**config.mk**
```make
export PLATFORM = sky130hd
export DESIGN_NAME = six_source_vectored_irq_unit
export DESIGN_NICKNAME = d
export VERILOG_FILES = /design/src/irq_unit_pkg.sv /design/src/six_source_vectored_irq_unit.sv
export SDC_FILE = /design/constraint.sdc
export NUM_CORES = 1
export LEC_CHECK = 0
export BUFFER_PORTS_ARGS = -buffer_cell sky130_fd_sc_hd__buf_2
export CAP_MARGIN = 25
export CORE_MARGIN = 3
export CORE_UTILIZATION = 57
export DETAILED_ROUTE_END_ITERATION = 8
export PLACE_DENSITY = 0.9
export SLEW_MARGIN = 5
export SYNTH_ARGS = -nofsm -noshare
export SYNTH_HDL_FRONTEND = slang
export SYNTH_SLANG_ARGS = --single-unit
```
**constraint.sdc**
```tcl
create_clock -name mclk -period 4.7 [get_ports mclk]
set_input_delay 1.41 -clock mclk [delete_from_list [all_inputs] [get_ports mclk]]
set_output_delay 1.41 -clock mclk [all_outputs]
set_load 0.02 [all_outputs]
```
**src/irq_unit_pkg.sv**
```systemverilog
// Package: register map, field layout, vectors and reset values
package irq_unit_pkg;

  // ----------------------------------------------------------------------
  // Register indices and byte addresses
  // ----------------------------------------------------------------------
  localparam logic [7:0] IDX_CTRL_LOW = 8'h0b;
  localparam logic [7:0] IDX_CTRL_HIGH = 8'h1e;
  localparam logic [31:0] ADDR_CTRL_LOW = {22'h000000, IDX_CTRL_LOW, 2'h0};
  localparam logic [31:0] ADDR_CTRL_HIGH = {22'h000000, IDX_CTRL_HIGH, 2'h0};

  // ----------------------------------------------------------------------
  // Field positions, low control register
  // ----------------------------------------------------------------------
  localparam int LOW_EMI = 0;
  localparam int LOW_EN_EXT0 = 1;
  localparam int LOW_EN_EXT1 = 2;
  localparam int LOW_EN_T0 = 3;
  localparam int LOW_FLG_EXT0 = 4;
  localparam int LOW_FLG_EXT1 = 5;
  localparam int LOW_FLG_T0 = 6;

  // ----------------------------------------------------------------------
  // Field positions, high control register
  // ----------------------------------------------------------------------
  localparam int HIGH_EN_T1 = 0;
  localparam int HIGH_EN_TB = 1;
  localparam int HIGH_EN_RTC = 2;
  localparam int HIGH_FLG_T1 = 4;
  localparam int HIGH_FLG_TB = 5;
  localparam int HIGH_FLG_RTC = 6;

  // ----------------------------------------------------------------------
  // Source numbering, which is also the priority order (0 is highest)
  // ----------------------------------------------------------------------
  localparam int NUM_SRC = 6;
  localparam logic [2:0] SRC_EXT0 = 3'h0;
  localparam logic [2:0] SRC_EXT1 = 3'h1;
  localparam logic [2:0] SRC_T0 = 3'h2;
  localparam logic [2:0] SRC_T1 = 3'h3;
  localparam logic [2:0] SRC_TB = 3'h4;
  localparam logic [2:0] SRC_RTC = 3'h5;

  // ----------------------------------------------------------------------
  // Service vectors, reset values, stack
  // ----------------------------------------------------------------------
  localparam logic [7:0] VEC_EXT0 = 8'h04;
  localparam logic [7:0] VEC_EXT1 = 8'h08;
  localparam logic [7:0] VEC_T0 = 8'h0c;
  localparam logic [7:0] VEC_T1 = 8'h10;
  localparam logic [7:0] VEC_TB = 8'h14;
  localparam logic [7:0] VEC_RTC = 8'h18;
  localparam logic [7:0] CTRL_RESET = 8'h00;
  localparam int STACK_LEVELS = 6;
  localparam int PC_BITS = 12;
  localparam logic [1:0] HTRANS_NONSEQ = 2'h2;

endpackage

```
**src/six_source_vectored_irq_unit.sv**
```systemverilog
// Six-source vectored interrupt unit with return stack and AHB-Lite regs
//
// How it works
// - Pin falling edge sets ext request flag
// - Ext ack calls 04H/08H, clears flag, master
// - Timer0 overflow flags bit6; ack calls 0CH
// - Timer1 flag high bit4; vector 10H
// - Tick flag high bit5; vector 14H
// - RTC flag high bit6; vector 18H
// - Ack needs enables and stack not full
// - Master cleared: new requests only latch
// - Software re-enable allows nested acknowledgement
// - Ack pushes only PC, then branches
// - Interrupt return sets master; subroutine return not
// - Requests sampled on phase-two pulse
// - Fixed priority ext0 first, RTC last
// - Master enable clear masks every source
// - Low register layout; bit 7 zero
// - High register layout; bits 3,7 zero
// - Any source request wakes halted device
// - Flags hold until ack or software clear
// - Six-level stack; full at six
//
// Implementation choice: the AHB-Lite slave port.
module six_source_vectored_irq_unit #(
  parameter int PC_W = irq_unit_pkg::PC_BITS,
  parameter int STACK_DEPTH = irq_unit_pkg::STACK_LEVELS
) (
  // Clock and reset
  input wire logic mclk,
  input wire logic arst_n,
  // AHB-Lite slave
  input wire logic hsel,
  input wire logic [31:0] haddr,
  input wire logic [1:0] htrans,
  input wire logic hwrite,
  input wire logic [2:0] hsize,
  input wire logic [31:0] hwdata,
  input wire logic hready,
  output logic hreadyout,
  output logic hresp,
  output logic [31:0] hrdata,
  // External interrupt pins, active low, asynchronous
  input wire logic extIrqPinA_n,
  input wire logic extIrqPinB_n,
  // Peripheral events, one-cycle pulses on mclk
  input wire logic timer0Ovf,
  input wire logic timer1Ovf,
  input wire logic tickPulse,
  input wire logic rtcPulse,
  // Core sequencer
  input wire logic clockPhaseTwo,
  input wire logic [PC_W-1:0] pcNow,
  input wire logic callInstr,
  input wire logic subExitInstr,
  input wire logic irqExitInstr,
  output logic irqTake,
  output logic [PC_W-1:0] irqVector,
  output logic [PC_W-1:0] returnAddr,
  output logic [2:0] stackIndex,
  output logic wakeReq
);

  // ----------------------------------------------------------------------
  // Parameter checks
  // ----------------------------------------------------------------------
  if (STACK_DEPTH < 1 || STACK_DEPTH > 7) begin : g_bad_depth
    $error("STACK_DEPTH must be 1 to 7");
  end
  if (PC_W < 8 || PC_W > 32) begin : g_bad_pc
    $error("PC_W must be 8 to 32");
  end

  localparam logic [2:0] DEPTH = 3'(STACK_DEPTH);

  // ----------------------------------------------------------------------
  // State
  // ----------------------------------------------------------------------
  typedef struct packed {
    logic [2:0] pinA;
    logic [2:0] pinB;
    logic master_irq_enable;
    logic [5:0] en;
    logic [5:0] flg;
    logic [STACK_DEPTH-1:0][PC_W-1:0] stk;
    logic [2:0] wp;
    logic [2:0] cnt;
    logic wrPend;
    logic wrLow;
    logic wrHigh;
    logic [31:0] rdata;
    logic take;
    logic [PC_W-1:0] vec;
    logic [PC_W-1:0] ret;
    logic wake;
  } state_s;

  state_s s_ff;
  state_s nxt_s;

  // ----------------------------------------------------------------------
  // Helper functions
  // ----------------------------------------------------------------------
  // Highest-priority pending source, lowest index wins
  function automatic logic [2:0] pickSrc(input logic [5:0] req);
    logic [2:0] idx;
    idx = irq_unit_pkg::SRC_RTC;
    for (int i = irq_unit_pkg::NUM_SRC - 1; i >= 0; i--) begin
      if (req[i]) begin
        idx = 3'(i);
      end
    end
    return idx;
  endfunction

  function automatic logic [PC_W-1:0] vecOf(input logic [2:0] src);
    logic [7:0] v;
    case (src)
      irq_unit_pkg::SRC_EXT0: v = irq_unit_pkg::VEC_EXT0;
      irq_unit_pkg::SRC_EXT1: v = irq_unit_pkg::VEC_EXT1;
      irq_unit_pkg::SRC_T0: v = irq_unit_pkg::VEC_T0;
      irq_unit_pkg::SRC_T1: v = irq_unit_pkg::VEC_T1;
      irq_unit_pkg::SRC_TB: v = irq_unit_pkg::VEC_TB;
      default: v = irq_unit_pkg::VEC_RTC;
    endcase
    return PC_W'(v);
  endfunction

  // Circular stack pointer step, wraps at the depth
  function automatic logic [2:0] stepPtr(input logic [2:0] p,
                                         input logic up);
    logic [2:0] r;
    if (up) begin
      r = (p == DEPTH - 3'h1) ? 3'h0 : p + 3'h1;
    end else begin
      r = (p == 3'h0) ? DEPTH - 3'h1 : p - 3'h1;
    end
    return r;
  endfunction

  function automatic logic [7:0] lowByte(input logic master_irq_enable,
                                         input logic [5:0] en,
                                         input logic [5:0] flg);
    logic [7:0] b;
    b = 8'h00;
    b[irq_unit_pkg::LOW_EMI] = master_irq_enable;
    b[irq_unit_pkg::LOW_EN_EXT0] = en[irq_unit_pkg::SRC_EXT0];
    b[irq_unit_pkg::LOW_EN_EXT1] = en[irq_unit_pkg::SRC_EXT1];
    b[irq_unit_pkg::LOW_EN_T0] = en[irq_unit_pkg::SRC_T0];
    b[irq_unit_pkg::LOW_FLG_EXT0] = flg[irq_unit_pkg::SRC_EXT0];
    b[irq_unit_pkg::LOW_FLG_EXT1] = flg[irq_unit_pkg::SRC_EXT1];
    b[irq_unit_pkg::LOW_FLG_T0] = flg[irq_unit_pkg::SRC_T0];
    return b;
  endfunction

  function automatic logic [7:0] highByte(input logic [5:0] en,
                                          input logic [5:0] flg);
    logic [7:0] b;
    b = 8'h00;
    b[irq_unit_pkg::HIGH_EN_T1] = en[irq_unit_pkg::SRC_T1];
    b[irq_unit_pkg::HIGH_EN_TB] = en[irq_unit_pkg::SRC_TB];
    b[irq_unit_pkg::HIGH_EN_RTC] = en[irq_unit_pkg::SRC_RTC];
    b[irq_unit_pkg::HIGH_FLG_T1] = flg[irq_unit_pkg::SRC_T1];
    b[irq_unit_pkg::HIGH_FLG_TB] = flg[irq_unit_pkg::SRC_TB];
    b[irq_unit_pkg::HIGH_FLG_RTC] = flg[irq_unit_pkg::SRC_RTC];
    return b;
  endfunction

  // ----------------------------------------------------------------------
  // Event detection and acknowledge decision
  // ----------------------------------------------------------------------
  logic fallA;
  logic fallB;
  logic [5:0] events;
  logic [5:0] pendEn;
  logic stackFull;
  logic coreBusy;
  logic ackNow;
  logic [2:0] winner;

  // Edge detectors read only the second and third synchroniser stages
  assign fallA = s_ff.pinA[2] & ~s_ff.pinA[1];
  assign fallB = s_ff.pinB[2] & ~s_ff.pinB[1];
  assign events = {rtcPulse, tickPulse, timer1Ovf, timer0Ovf,
                   fallB, fallA};
  assign pendEn = s_ff.flg & s_ff.en;
  assign stackFull = (s_ff.cnt == DEPTH);
  // A call or return owns the stack this cycle, so the ack waits
  assign coreBusy = callInstr | subExitInstr | irqExitInstr;
  assign ackNow = clockPhaseTwo & s_ff.master_irq_enable & (|pendEn)
                  & ~stackFull & ~coreBusy;
  assign winner = pickSrc(pendEn);

  // ----------------------------------------------------------------------
  // Next-state logic
  // ----------------------------------------------------------------------
  // Order matters: software write, then hardware clears, then sets win
  always_comb begin
    logic [2:0] top;
    logic addrOk;
    top = stepPtr(s_ff.wp, 1'b0);
    addrOk = hsel & htrans[1] & hready;
    nxt_s = s_ff;
    nxt_s.pinA = {s_ff.pinA[1:0], extIrqPinA_n};
    nxt_s.pinB = {s_ff.pinB[1:0], extIrqPinB_n};
    nxt_s.take = 1'b0;
    // Data phase of a write lands in the addressed register
    if (s_ff.wrPend && s_ff.wrLow) begin
      nxt_s.master_irq_enable = hwdata[irq_unit_pkg::LOW_EMI];
      nxt_s.en[irq_unit_pkg::SRC_EXT0] = hwdata[irq_unit_pkg::LOW_EN_EXT0];
      nxt_s.en[irq_unit_pkg::SRC_EXT1] = hwdata[irq_unit_pkg::LOW_EN_EXT1];
      nxt_s.en[irq_unit_pkg::SRC_T0] = hwdata[irq_unit_pkg::LOW_EN_T0];
      nxt_s.flg[irq_unit_pkg::SRC_EXT0] =
        hwdata[irq_unit_pkg::LOW_FLG_EXT0];
      nxt_s.flg[irq_unit_pkg::SRC_EXT1] = hwdata[irq_unit_pkg::LOW_FLG_EXT1];
      nxt_s.flg[irq_unit_pkg::SRC_T0] = hwdata[irq_unit_pkg::LOW_FLG_T0];
    end
    if (s_ff.wrPend && s_ff.wrHigh) begin
      nxt_s.en[irq_unit_pkg::SRC_T1] = hwdata[irq_unit_pkg::HIGH_EN_T1];
      nxt_s.en[irq_unit_pkg::SRC_TB] = hwdata[irq_unit_pkg::HIGH_EN_TB];
      nxt_s.en[irq_unit_pkg::SRC_RTC] = hwdata[irq_unit_pkg::HIGH_EN_RTC];
      nxt_s.flg[irq_unit_pkg::SRC_T1] = hwdata[irq_unit_pkg::HIGH_FLG_T1];
      nxt_s.flg[irq_unit_pkg::SRC_TB] = hwdata[irq_unit_pkg::HIGH_FLG_TB];
      nxt_s.flg[irq_unit_pkg::SRC_RTC] = hwdata[irq_unit_pkg::HIGH_FLG_RTC];
    end
    // Acknowledge: push PC only, branch, drop flag and master enable
    if (ackNow) begin
      nxt_s.flg[winner] = 1'b0;
      nxt_s.master_irq_enable = 1'b0;
      nxt_s.stk[s_ff.wp] = pcNow;
      nxt_s.wp = stepPtr(s_ff.wp, 1'b1);
      nxt_s.cnt = s_ff.cnt + 3'h1;
      nxt_s.vec = vecOf(winner);
      nxt_s.take = 1'b1;
    end
    // Calls overwrite the oldest entry once the stack is full
    if (callInstr) begin
      nxt_s.stk[s_ff.wp] = pcNow;
      nxt_s.wp = stepPtr(s_ff.wp, 1'b1);
      nxt_s.cnt = stackFull ? DEPTH : s_ff.cnt + 3'h1;
    end else if (subExitInstr || irqExitInstr) begin
      nxt_s.ret = s_ff.stk[top];
      if (s_ff.cnt != 3'h0) begin
        nxt_s.wp = top;
        nxt_s.cnt = s_ff.cnt - 3'h1;
      end
    end
    // Interrupt return re-arms the master enable, beating a write
    if (irqExitInstr) begin
      nxt_s.master_irq_enable = 1'b1;
    end
    // A fresh event wins over any clear in the same cycle
    nxt_s.flg = nxt_s.flg | events;
    // Address phase capture; read data taken from the updated state
    nxt_s.wrPend = addrOk & hwrite;
    nxt_s.wrLow = addrOk & (haddr == irq_unit_pkg::ADDR_CTRL_LOW);
    nxt_s.wrHigh = addrOk & (haddr == irq_unit_pkg::ADDR_CTRL_HIGH);
    nxt_s.rdata = 32'h00000000;
    if (addrOk && !hwrite && nxt_s.wrLow) begin
      nxt_s.rdata[7:0] = lowByte(nxt_s.master_irq_enable, nxt_s.en, nxt_s.flg);
    end else if (addrOk && !hwrite && nxt_s.wrHigh) begin
      nxt_s.rdata[7:0] = highByte(nxt_s.en, nxt_s.flg);
    end
    nxt_s.wake = |nxt_s.flg;
  end

  // ----------------------------------------------------------------------
  // State register
  // ----------------------------------------------------------------------
  // Pins idle high, so the synchronisers reset high to avoid a false edge
  always_ff @(posedge mclk or negedge arst_n) begin
    if (!arst_n) begin
      s_ff <= '0;
      s_ff.pinA <= 3'h7;
      s_ff.pinB <= 3'h7;
      s_ff.master_irq_enable <= irq_unit_pkg::CTRL_RESET[irq_unit_pkg::LOW_EMI];
    end else begin
      s_ff <= nxt_s;
    end
  end

  // ----------------------------------------------------------------------
  // Outputs
  // ----------------------------------------------------------------------
  // Zero wait states; every transfer answers OKAY
  assign hreadyout = 1'b1;
  assign hresp = 1'b0;
  assign hrdata = s_ff.rdata;
  assign irqTake = s_ff.take;
  assign irqVector = s_ff.vec;
  assign returnAddr = s_ff.ret;
  assign stackIndex = s_ff.cnt;
  assign wakeReq = s_ff.wake;
endmodule // six_source_vectored_irq_unit

```
==> results of run 1 <==
layout make-up:
type,instances,area (um^2)
Inverter,8,30.03
Clock inverter,10,115.1
Sequential cell,124,3110
Clock buffer,22,462.9
Timing Repair Buffer,101,528.0
Tap cell,136,170.2
Fill cell,691,3392
Multi-Input combinational cell,325,2605
Antenna cell,1,2.502
Yosys cell counts, types with 5 or more instances:
| library cell | count | area, um^2 |
|---|---|---|
| buf_4 | 61 | 457.9 |
| a21oi_1 | 33 | 165.2 |
| and3_1 | 8 | 50.05 |
| mux2_2 | 69 | 777.0 |
| dfrtp_1 | 118 | 2953 |
| ha_1 | 5 | 62.56 |
| inv_1 | 7 | 26.28 |
| buf_2 | 8 | 40.04 |
| nand3_1 | 5 | 25.02 |
| nor3_1 | 18 | 90.09 |
| nor2_1 | 26 | 97.59 |
| mux4_2 | 12 | 270.3 |
| mux2_4 | 10 | 150.1 |
| nor4_1 | 5 | 31.28 |
| dfstp_2 | 6 | 157.7 |
| clkbuf_1 | 12 | 45.04 |
| mux2i_1 | 15 | 150.1 |
| nand2_1 | 15 | 56.30 |
worst register-to-register path: cells and delay by family, from the launching register on:
kind                     cells  cell delay, ns
buffers and inverters        1            0.12
multiplexers                 1            0.50
AO/OA/AOI/OAI                1            0.23
flip-flops                   1            0.36
adder cells (fa/ha/maj)      1            0.24
AND/OR/NAND/NOR              3            1.30
power groups by stage:
stage | sequential, mW | combinational [mW] | clock [mW]
after floorplan | 1.64 | 1.45 | 0
after global placement | 1.70 | 1.61 | 0
after detailed placement | 1.75 | 1.68 | 0
after CTS | 1.74 | 1.73 | 1.26
after global routing | 1.79 | 1.85 | 1.31
final | 1.75 | 1.73 | 1.24
worst paths after layout:
| kind | startpoint | to | slack, ns | depth (start not counted) |
|---|---|---|---|---|
| worst max-delay path | subExitInstr | s_ff[117] | 1.38 | 6 |
| worst min-delay path | nxt_s[153] | nxt_s[154] | 0.35 | 0 |
| worst max register to register | stackIndex[0] | s_ff[117] | 1.82 | 7 |
| worst min register to register | nxt_s[153] | nxt_s[154] | 0.35 | 0 |
| max in group asynchronous | arst_n | nxt_s[153] | 2.74 | 2 |
| min in group asynchronous | arst_n | s_ff[76] | 0.98 | 1 |
layer usage:
layer  part of all wire, %  wire, um
met1                    39      5388
met2                    51      6997
met3                   7.3      1010
met4                   2.4       334
met5                 0.095        13
through the flow:
stage	worst slack, ns	utilization (%)	cell area (um^2)
floorplan	1.454	-	6304
global placement	1.010	61.86	6444
detailed placement	0.9635	61.86	6444
CTS	1.409	67.41	7022
global route	1.238	67.44	7024
finish	1.376	67.44	7024
sequential cells by signal, indices dropped and copies added, names as in the netlist:
name and cells:
hrdata 7, irqTake 1, irqVector 3, nxt_s 4, returnAddr 12, s_ff 93
stackIndex 3, wakeReq 1
cells by family (layout without fill, tap and decap cells):
| group | count (synthesis) | after routing | synth area share, % |
|---|---|---|---|
| adders and majority gates | 5 | 5 | 1.013 |
| muxes | 106 | 106 | 21.82 |
| DFF | 124 | 124 | 50.36 |
| xor gates and xnor gates | 1 | 1 | 0.1418 |
| and+or+nand+nor | 105 | 105 | 9.380 |
| other | 2 | 37 | 0.1216 |
| buffers and inverters | 91 | 141 | 9.522 |
| AOI/OAI and AO/OA | 72 | 72 | 7.638 |
==> results.toml, run 1 <==
[global_route]
grtUsageTotal_pct = 23.70
grt_use_met3_pct = 6.057
grt_use_met2_pct = 39.04
grt_max_degree = 71
busiest_layer = "met2"
grt_pass1_vias = 4263
antenna_found_initial = 2
grtUsageMet1_pct = 29.95
grt_pass1_wl_um = 21610
grt-ovfl-total = 0

[synth]
ys_types = 61
ys_async_sr_fraction_pct = 100.0
seq_area_frac_synth_pct = 50.36
synth-seq-cells = 124
syn_area_per_cell_um2 = 12.21
yosys_warnings = 0
synth-edff-count = 0
syn_inst = 506
synth-main-ff-cell = "dfrtp_1"
syn_area_um2 = 6176

[placed_design]
portBuffers = 93
gp_congestion = 0.9422
placed_cells = 694
dp_hpwl_um = 9179

[cts]
cts_tree = "yes"
cts.sinks = 124
clk_pin_slew_ns = 0.06
clock_latency_ns = 0.52
holdBufCountCts = 0
cts_inserted_buffers = 17
clockBufferDepth = 2
postCtsSetupBuffers = 0
cts_resized = 0
h-tree-depth = 4
root_buffer = "clkbuf_8"

[critical_path]
critPathLaunchType = "input port"
crit_chain = "buf_2 -> nor2_1 -> nor4b_4 -> a21oi_2 -> nand3b_1 -> mux2_2"
cp_max_fo = 12
cp-end-kind = "register"
path_class = "input port to register"
worst-path-buf-inv = 1
worstPathRequired_ns = 5.10
crit_slowest_cell = "nand3b_1"
crit_family = "simple AND/OR/NAND/NOR gates"
critPathMaxStageDelay_ns = 0.62
critPathArrivalTime_ns = 3.73

[cells_and_area]
final_cell_mix = "118 x dfrtp_1, 92 x buf_2, 69 x mux2_2"
syn_to_final_growth_pct = 13.74
final_common_cell = "dfrtp_1"
fin_cells = 727
drive_gt1_share_pct = 40.34
nNetsFinal = 678

[power_and_ir_drop]
power_frac_comb_pct = 36.7
pwr-share-seq_pct = 37.0
power.density_nw_per_um2 = 671.9
internal_power_mw = 3.113
p_switching_mw = 1.607
p_clk_share_pct = 26.4
p_leak_nw = 3.289
p_total_mw = 4.720
sw_frac_of_total_pct = 34.04
max-vdd-ir-drop_mv = 0.2997

[sta]
finalSetupViolations = 0
fin_tns_setup_ns = 0
slew_headroom_pct = 42.85
tightest_slew_ns = 0.8573
holdWs_ns = 0.3537
fin_crit_ns = 3.324
fmax_mhz = 300.8
finalCritPeriodShare_pct = 70.73
hold_viol = 0
rsz0062_at_grt = "false"
clock_skew_ns = 0.008295
drv_slew = 0

[route]
via_per_inst = 5.810
drt_wl_total_um = 13740
routedWlPerCell_um = 18.91
vias = 4224
ant_nets = 0
drc = 0
firstDrtPassIters = 5
first_iter_violations = 392

[outcome]
outcome = "finished, final reports clean"

[hold_path]
hold_class = "register to register"

[floorplan]
start_util_pct = 59.29
core_area_um2 = 10420
die_w_um = 110.1
die-area_um2 = 12120
die_h_um = 110.1
ios = 159
placementRows = 37

[job]
maxCapViolations = 0
Note: power is estimated with default switching activity, not from simulation.
==> inputs of run 2 (changes only) <==
Settings changed: ABC_AREA set to 1, CORE_UTILIZATION 57 to 54, PLACE_DENSITY 0.9 to 0.85.
Clock period 4.7 ns to 3.2 ns, I/O delays scaled along.
==> run 2 against run 1 <==
Compared with the run above:
- cell count grew 36%
- first-iteration DRC count is 35% higher
- core utilization shrank 4.6 points
- largest power group is now combinational cells
==> results.toml, run 2 <==
[outcome]
outcome = "finished, final reports clean"

[synth]
syn_area_per_cell_um2 = 8.491
syn_area_um2 = 6555
yosys_warnings = 0
synth-edff-count = 0
synth_top_cell_by_area = "dfrtp_1"
netlist_top_cells_area = "dfrtp_1 45%, nand2_1 11%, buf_4 7.2%"
syn_inst = 772
synth_common_cells = "185 x nand2_1, 118 x dfrtp_1, 78 x nor2_1, 63 x buf_4, 52 x inv_1"
synth_top_area_share_pct = 45.05
ys_types = 41
seq_area_frac_synth_pct = 47.45
synth-seq-cells = 124
ys_async_sr_fraction_pct = 100.0
synthMostInstantiatedCell = "nand2_1"
synth-main-ff-cell = "dfrtp_1"

[cts]
clockBufferDepth = 2
h-tree-depth = 4
root_buffer = "clkbuf_16"
clock_latency_ns = 0.41
cts_tree = "yes"
clk_pin_slew_ns = 0.06
cts_resized = 0
holdBufCountCts = 0
cts_inserted_buffers = 17
postCtsSetupBuffers = 0
cts.sinks = 124

[route]
ant_nets = 0
via_per_inst = 5.402
vias = 5348
routedWlPerCell_um = 15.35
first_iter_violations = 529
drt_wl_total_um = 15190
firstDrtPassIters = 5
drc = 0

[hold_path]
hold_class = "register to register"
hold_path_depth = 0

[cells_and_area]
diodes = 0
largest_register_ffs = 93
drive_gt1_share_pct = 24.44
syn_to_final_growth_pct = 11.82
final_cell_area_um2 = 7330
top_register = "s_ff"
fin_cells = 990
nNetsFinal = 936
final_common_cell = "nand2_1"
final_cell_mix = "185 x nand2_1, 118 x dfrtp_1, 92 x buf_2"
finish.utilization_pct = 62.85

[floorplan]
core_area_um2 = 11660
die_h_um = 116.2
die-area_um2 = 13500
start_util_pct = 56.21
ios = 159
placementRows = 39
die_w_um = 116.2

[critical_path]
crit_slowest_cell = "ha_1"
critPathMaxStageDelay_ns = 0.99
cp-end-kind = "register"
critPathLaunchType = "register"
worstPathRequired_ns = 3.53
crit_chain = "nor2_1 -> ha_1 -> nand3_1 -> a31oi_1"
cp_max_fo = 25
path_class = "register to register"
reg2reg_depth = 4
critPathArrivalTime_ns = 2.85

[sta]
finalCritPeriodShare_pct = 78.63
hold_viol = 0
rsz0062_at_grt = "false"
worst_slack_ns = 0.6837
clock_skew_ns = 0.009618
finalSetupViolations = 0
tightest_slew_ns = 0.9771
slew_headroom_pct = 34.86
fmax_mhz = 397.4
holdWs_ns = 0.3516
fin_tns_setup_ns = 0
drv_slew = 0
fin_crit_ns = 2.516

[power_and_ir_drop]
p_total_mw = 7.083
power.density_nw_per_um2 = 966.3
p_leak_nw = 3.745
max-vdd-ir-drop_mv = 0.4890

[global_route]
grt_max_degree = 61
grt_pass1_wl_um = 24960
antenna_found_initial = 0
grtUsageTotal_pct = 23.67
grt-ovfl-total = 0
grt_pass1_vias = 5174

[placed_design]
place_area_um2 = 6755
gp_congestion = 0.8622
portBuffers = 93
dp_hpwl_um = 9961
pre_cts_slack_ns = 0.5712
placed_cells = 959

[job]
maxCapViolations = 0
==> run 2: worst max-delay path: cells and delay by family, from the launching register on <==
family	cells	cell delay (ns)
flip-flops	1	0.77
AO/OA/AOI/OAI	1	0.19
AND/OR/NAND/NOR	2	0.47
adder cells (fa/ha/maj)	1	0.99
==> run 2: per-layer routing <==
metal / up-vias / global-route usage [%] / part of all wire, %
met5: - / 0 / 0
met4: 0 / 9.126 / 1.9
met3: 26 / 5.440 / 7.7
met2: 258 / 38.28 / 49
met1: 2528 / 31.27 / 42
li1: 2536 / - / -
==> run 2: final cells by class <==
type                    instances  area (um^2)
clock buffers                  22        454.2
fillers                       915         4333
inverters                      54        207.7
clock inverters                 9        120.1
multi-input cells             534         2695
repair buffers                104        563.0
flip-flops and latches        124         3110
well taps                     143        178.9
==> run 2: path summary, 6_finish.rpt <==
path	startpoint	end	slack, ns
max in group asynchronous	arst_n	nxt_s[156]	1.88
worst min-delay path	nxt_s[153]	nxt_s[154]	0.35
min in group asynchronous	arst_n	s_ff[88]	0.54
worst max-delay path	s_ff[64]	returnAddr[4]	0.68
worst max register to register	s_ff[64]	returnAddr[4]	0.68
worst min register to register	nxt_s[153]	nxt_s[154]	0.35
==> run 2: cell families (layout without fill, tap and decap cells) <==
logic type                 after synthesis  after routing  share of synthesized area, %
DFF                                    124            124                         47.45
AOI/OAI and AO/OA                      131            131                         12.94
adders and majority gates                5              5                        0.9544
other                                    2             36                        0.1146
and+or+nand+nor                        360            360                         24.89
xor gates and xnor gates                 2              2                        0.2673
buffers and inverters                  148            189                         13.38
==> run 2: where the power goes <==
group	leakage, nW	total, mW	internal (mW)	switching (mW)
combinational	1.99	2.69	0.935	1.76
sequential	1.47	2.51	2.13	0.381
clock	0.287	1.88	1.23	0.647
total	3.75	7.08	4.30	2.79
==> inputs of run 3 (changes only) <==
Settings changed: CORE_UTILIZATION 54 to 49, PLACE_DENSITY 0.85 to 0.82.
Clock period 3.2 ns to 2.2 ns, I/O delays scaled along.
==> run 3 against run 2 <==
Compared with the run above:
- critical path depth rose by 7
- sequential power rose by 44%
- core utilization decreased by 4.4 points
- setup slack got worse by 0.49 ns
- final area increased by 2.3%
- first-iteration DRC count is 6.4% lower
- combinational power up 53%
- register-to-register slack got worse by 0.49 ns
- critical endpoint is now s_ff[99]
- highest routed layer unchanged
==> results.toml, run 3 (synthesis gave the netlist of run 2 again) <==
[floorplan]
start_util_pct = 51.11
ios = 159
die-area_um2 = 14800
placementRows = 41
die_w_um = 121.7
core_area_um2 = 12820
die_h_um = 121.7

[job]
maxCapViolations = 0

[cts]
cts.sinks = 124
clockBufferDepth = 2
cts_resized = 0
clk_pin_slew_ns = 0.05
h-tree-depth = 4
cts_tree = "yes"
cts_inserted_buffers = 17
root_buffer = "clkbuf_16"
clock_latency_ns = 0.42
holdBufCountCts = 0
postCtsSetupBuffers = 0

[placed_design]
placed_cells = 995
portBuffers = 93
place_area_um2 = 6919
dp_hpwl_um = 10120
gp_congestion = 0.8437

[global_route]
grt-ovfl-total = 0
grtUsageTotal_pct = 20.60
antenna_found_initial = 0
grt_pass1_vias = 4928
grt_pass1_wl_um = 24040
grt_max_degree = 69

[sta]
fin_crit_ns = 2.010
rsz0062_at_grt = "false"
fmax_mhz = 497.4
fin_tns_setup_ns = 0
tightest_slew_ns = 0.5850
finalSetupViolations = 0
drv_slew = 0
slew_headroom_pct = 60.90
hold_viol = 0
finalCritPeriodShare_pct = 91.38
clock_skew_ns = 0.009157

[power_and_ir_drop]
max-vdd-ir-drop_mv = 0.7720
power.density_nw_per_um2 = 1389
p_leak_nw = 3.804

[critical_path]
r2r_setup_slack_ns = 0.19
r2r_end = "s_ff[99]"
crit_chain = "inv_1 -> ha_1 -> nand2_1 -> nand3_2 -> nor2_8 -> nand2_8 -> nand2_8 -> nand2_4 -> nor2_4 -> nand2_1 -> nand2_1"
path_class = "register to register"
cp.depth = 11
crit_family = "simple AND/OR/NAND/NOR gates"
worst-path-buf-inv = 1
critPathMaxStageDelay_ns = 0.36
startpoint = "stackIndex[0]"
cp_common_cell = "nand2_1"
cp_max_fo = 19
r2r_start = "stackIndex[0]"
critical_path.endpoint = "s_ff[99]"
cp-end-kind = "register"
critPathArrivalTime_ns = 2.37
critPathLaunchType = "register"
reg2reg_depth = 11
worstPathRequired_ns = 2.55
crit_slowest_cell = "dfrtp_1"

[cells_and_area]
drive_gt1_share_pct = 25.26
largest_register_ffs = 93
final_cell_area_um2 = 7496
finish.utilization_pct = 58.45
fin_cells = 1027
final_common_cell = "nand2_1"
top_register = "s_ff"
syn_to_final_growth_pct = 14.35
diodes = 0
final-seq-area_um2 = 3110
nFillCells = 1075
final_cell_mix = "185 x nand2_1, 118 x dfrtp_1, 92 x buf_2"
nNetsFinal = 943
multiInputGateArea_um2 = 2695

[route]
firstDrtPassIters = 6
routedWlPerCell_um = 14.44
ant_nets = 0
via_per_inst = 5.041
drt_wl_total_um = 14830
vias = 5177
drc = 0
first_iter_violations = 495

[hold_path]
hold_class = "input port to asynchronous set/reset pin"

[outcome]
outcome = "finished, final reports clean"
run 3: cell count changes in the layout (fill, tap and decap cells not counted), sizes merged:
cell / before / now
buf: 104 / 111
clkinvlp: 0 / 1
bufinv: 3 / 1
clkinv: 6 / 4
clkbuf: 22 / 26
run 3: report_power, final:
group	leakage [nW]	switching (mW)	internal, mW
combinational	2.05	2.61	1.51
clock	0.286	0.959	1.72
sequential	1.47	0.510	3.10
total	3.80	4.08	6.34
run 3: worst min path at each step:
stage	start	endpoint	slack, ns	cells past startpoint
final	arst_n	s_ff[124]	0.13	1
after global routing	arst_n	s_ff[123]	0.14	1
after CTS	arst_n	s_ff[124]	0.13	1
after detailed placement	nxt_s[153]	nxt_s[154]	0.35	0
after global placement	nxt_s[156]	nxt_s[157]	0.35	0
after floorplan	nxt_s[153]	nxt_s[154]	0.35	0
run 3: area by class of cell:
class,instances,area share [%]
multi-input cells,534,35.95
well taps,172,2.871
flip-flops and latches,124,41.50
clock inverters,6,0.7678
inverters,54,2.771
repair buffers,111,9.214
clock buffers,26,6.927
run 3: stage by stage:
step | power [mW] | setup WS, ns | hold WS [ns]
2_1_floorplan | 6.765 | 0.4037 | 0.3452
3_3_place_gp | 7.522 | 0.1566 | 0.3460
3_5_place_dp | 7.687 | 0.1381 | 0.3496
4_1_cts | 10.43 | 0.1820 | 0.1270
5_1_grt | 11.09 | 0.01291 | 0.1362
6_report | 10.41 | 0.1896 | 0.1304
run 3: layer usage:
metal | GRT usage, % | vias to the layer above | part of all wire [%]
met1 | 28.90 | 2426 | 44
met5 | 0 | - | 0
met3 | 4.968 | 17 | 7.3
li1 | - | 2547 | -
met2 | 31.68 | 187 | 48
met4 | 6.793 | 0 | 1.2
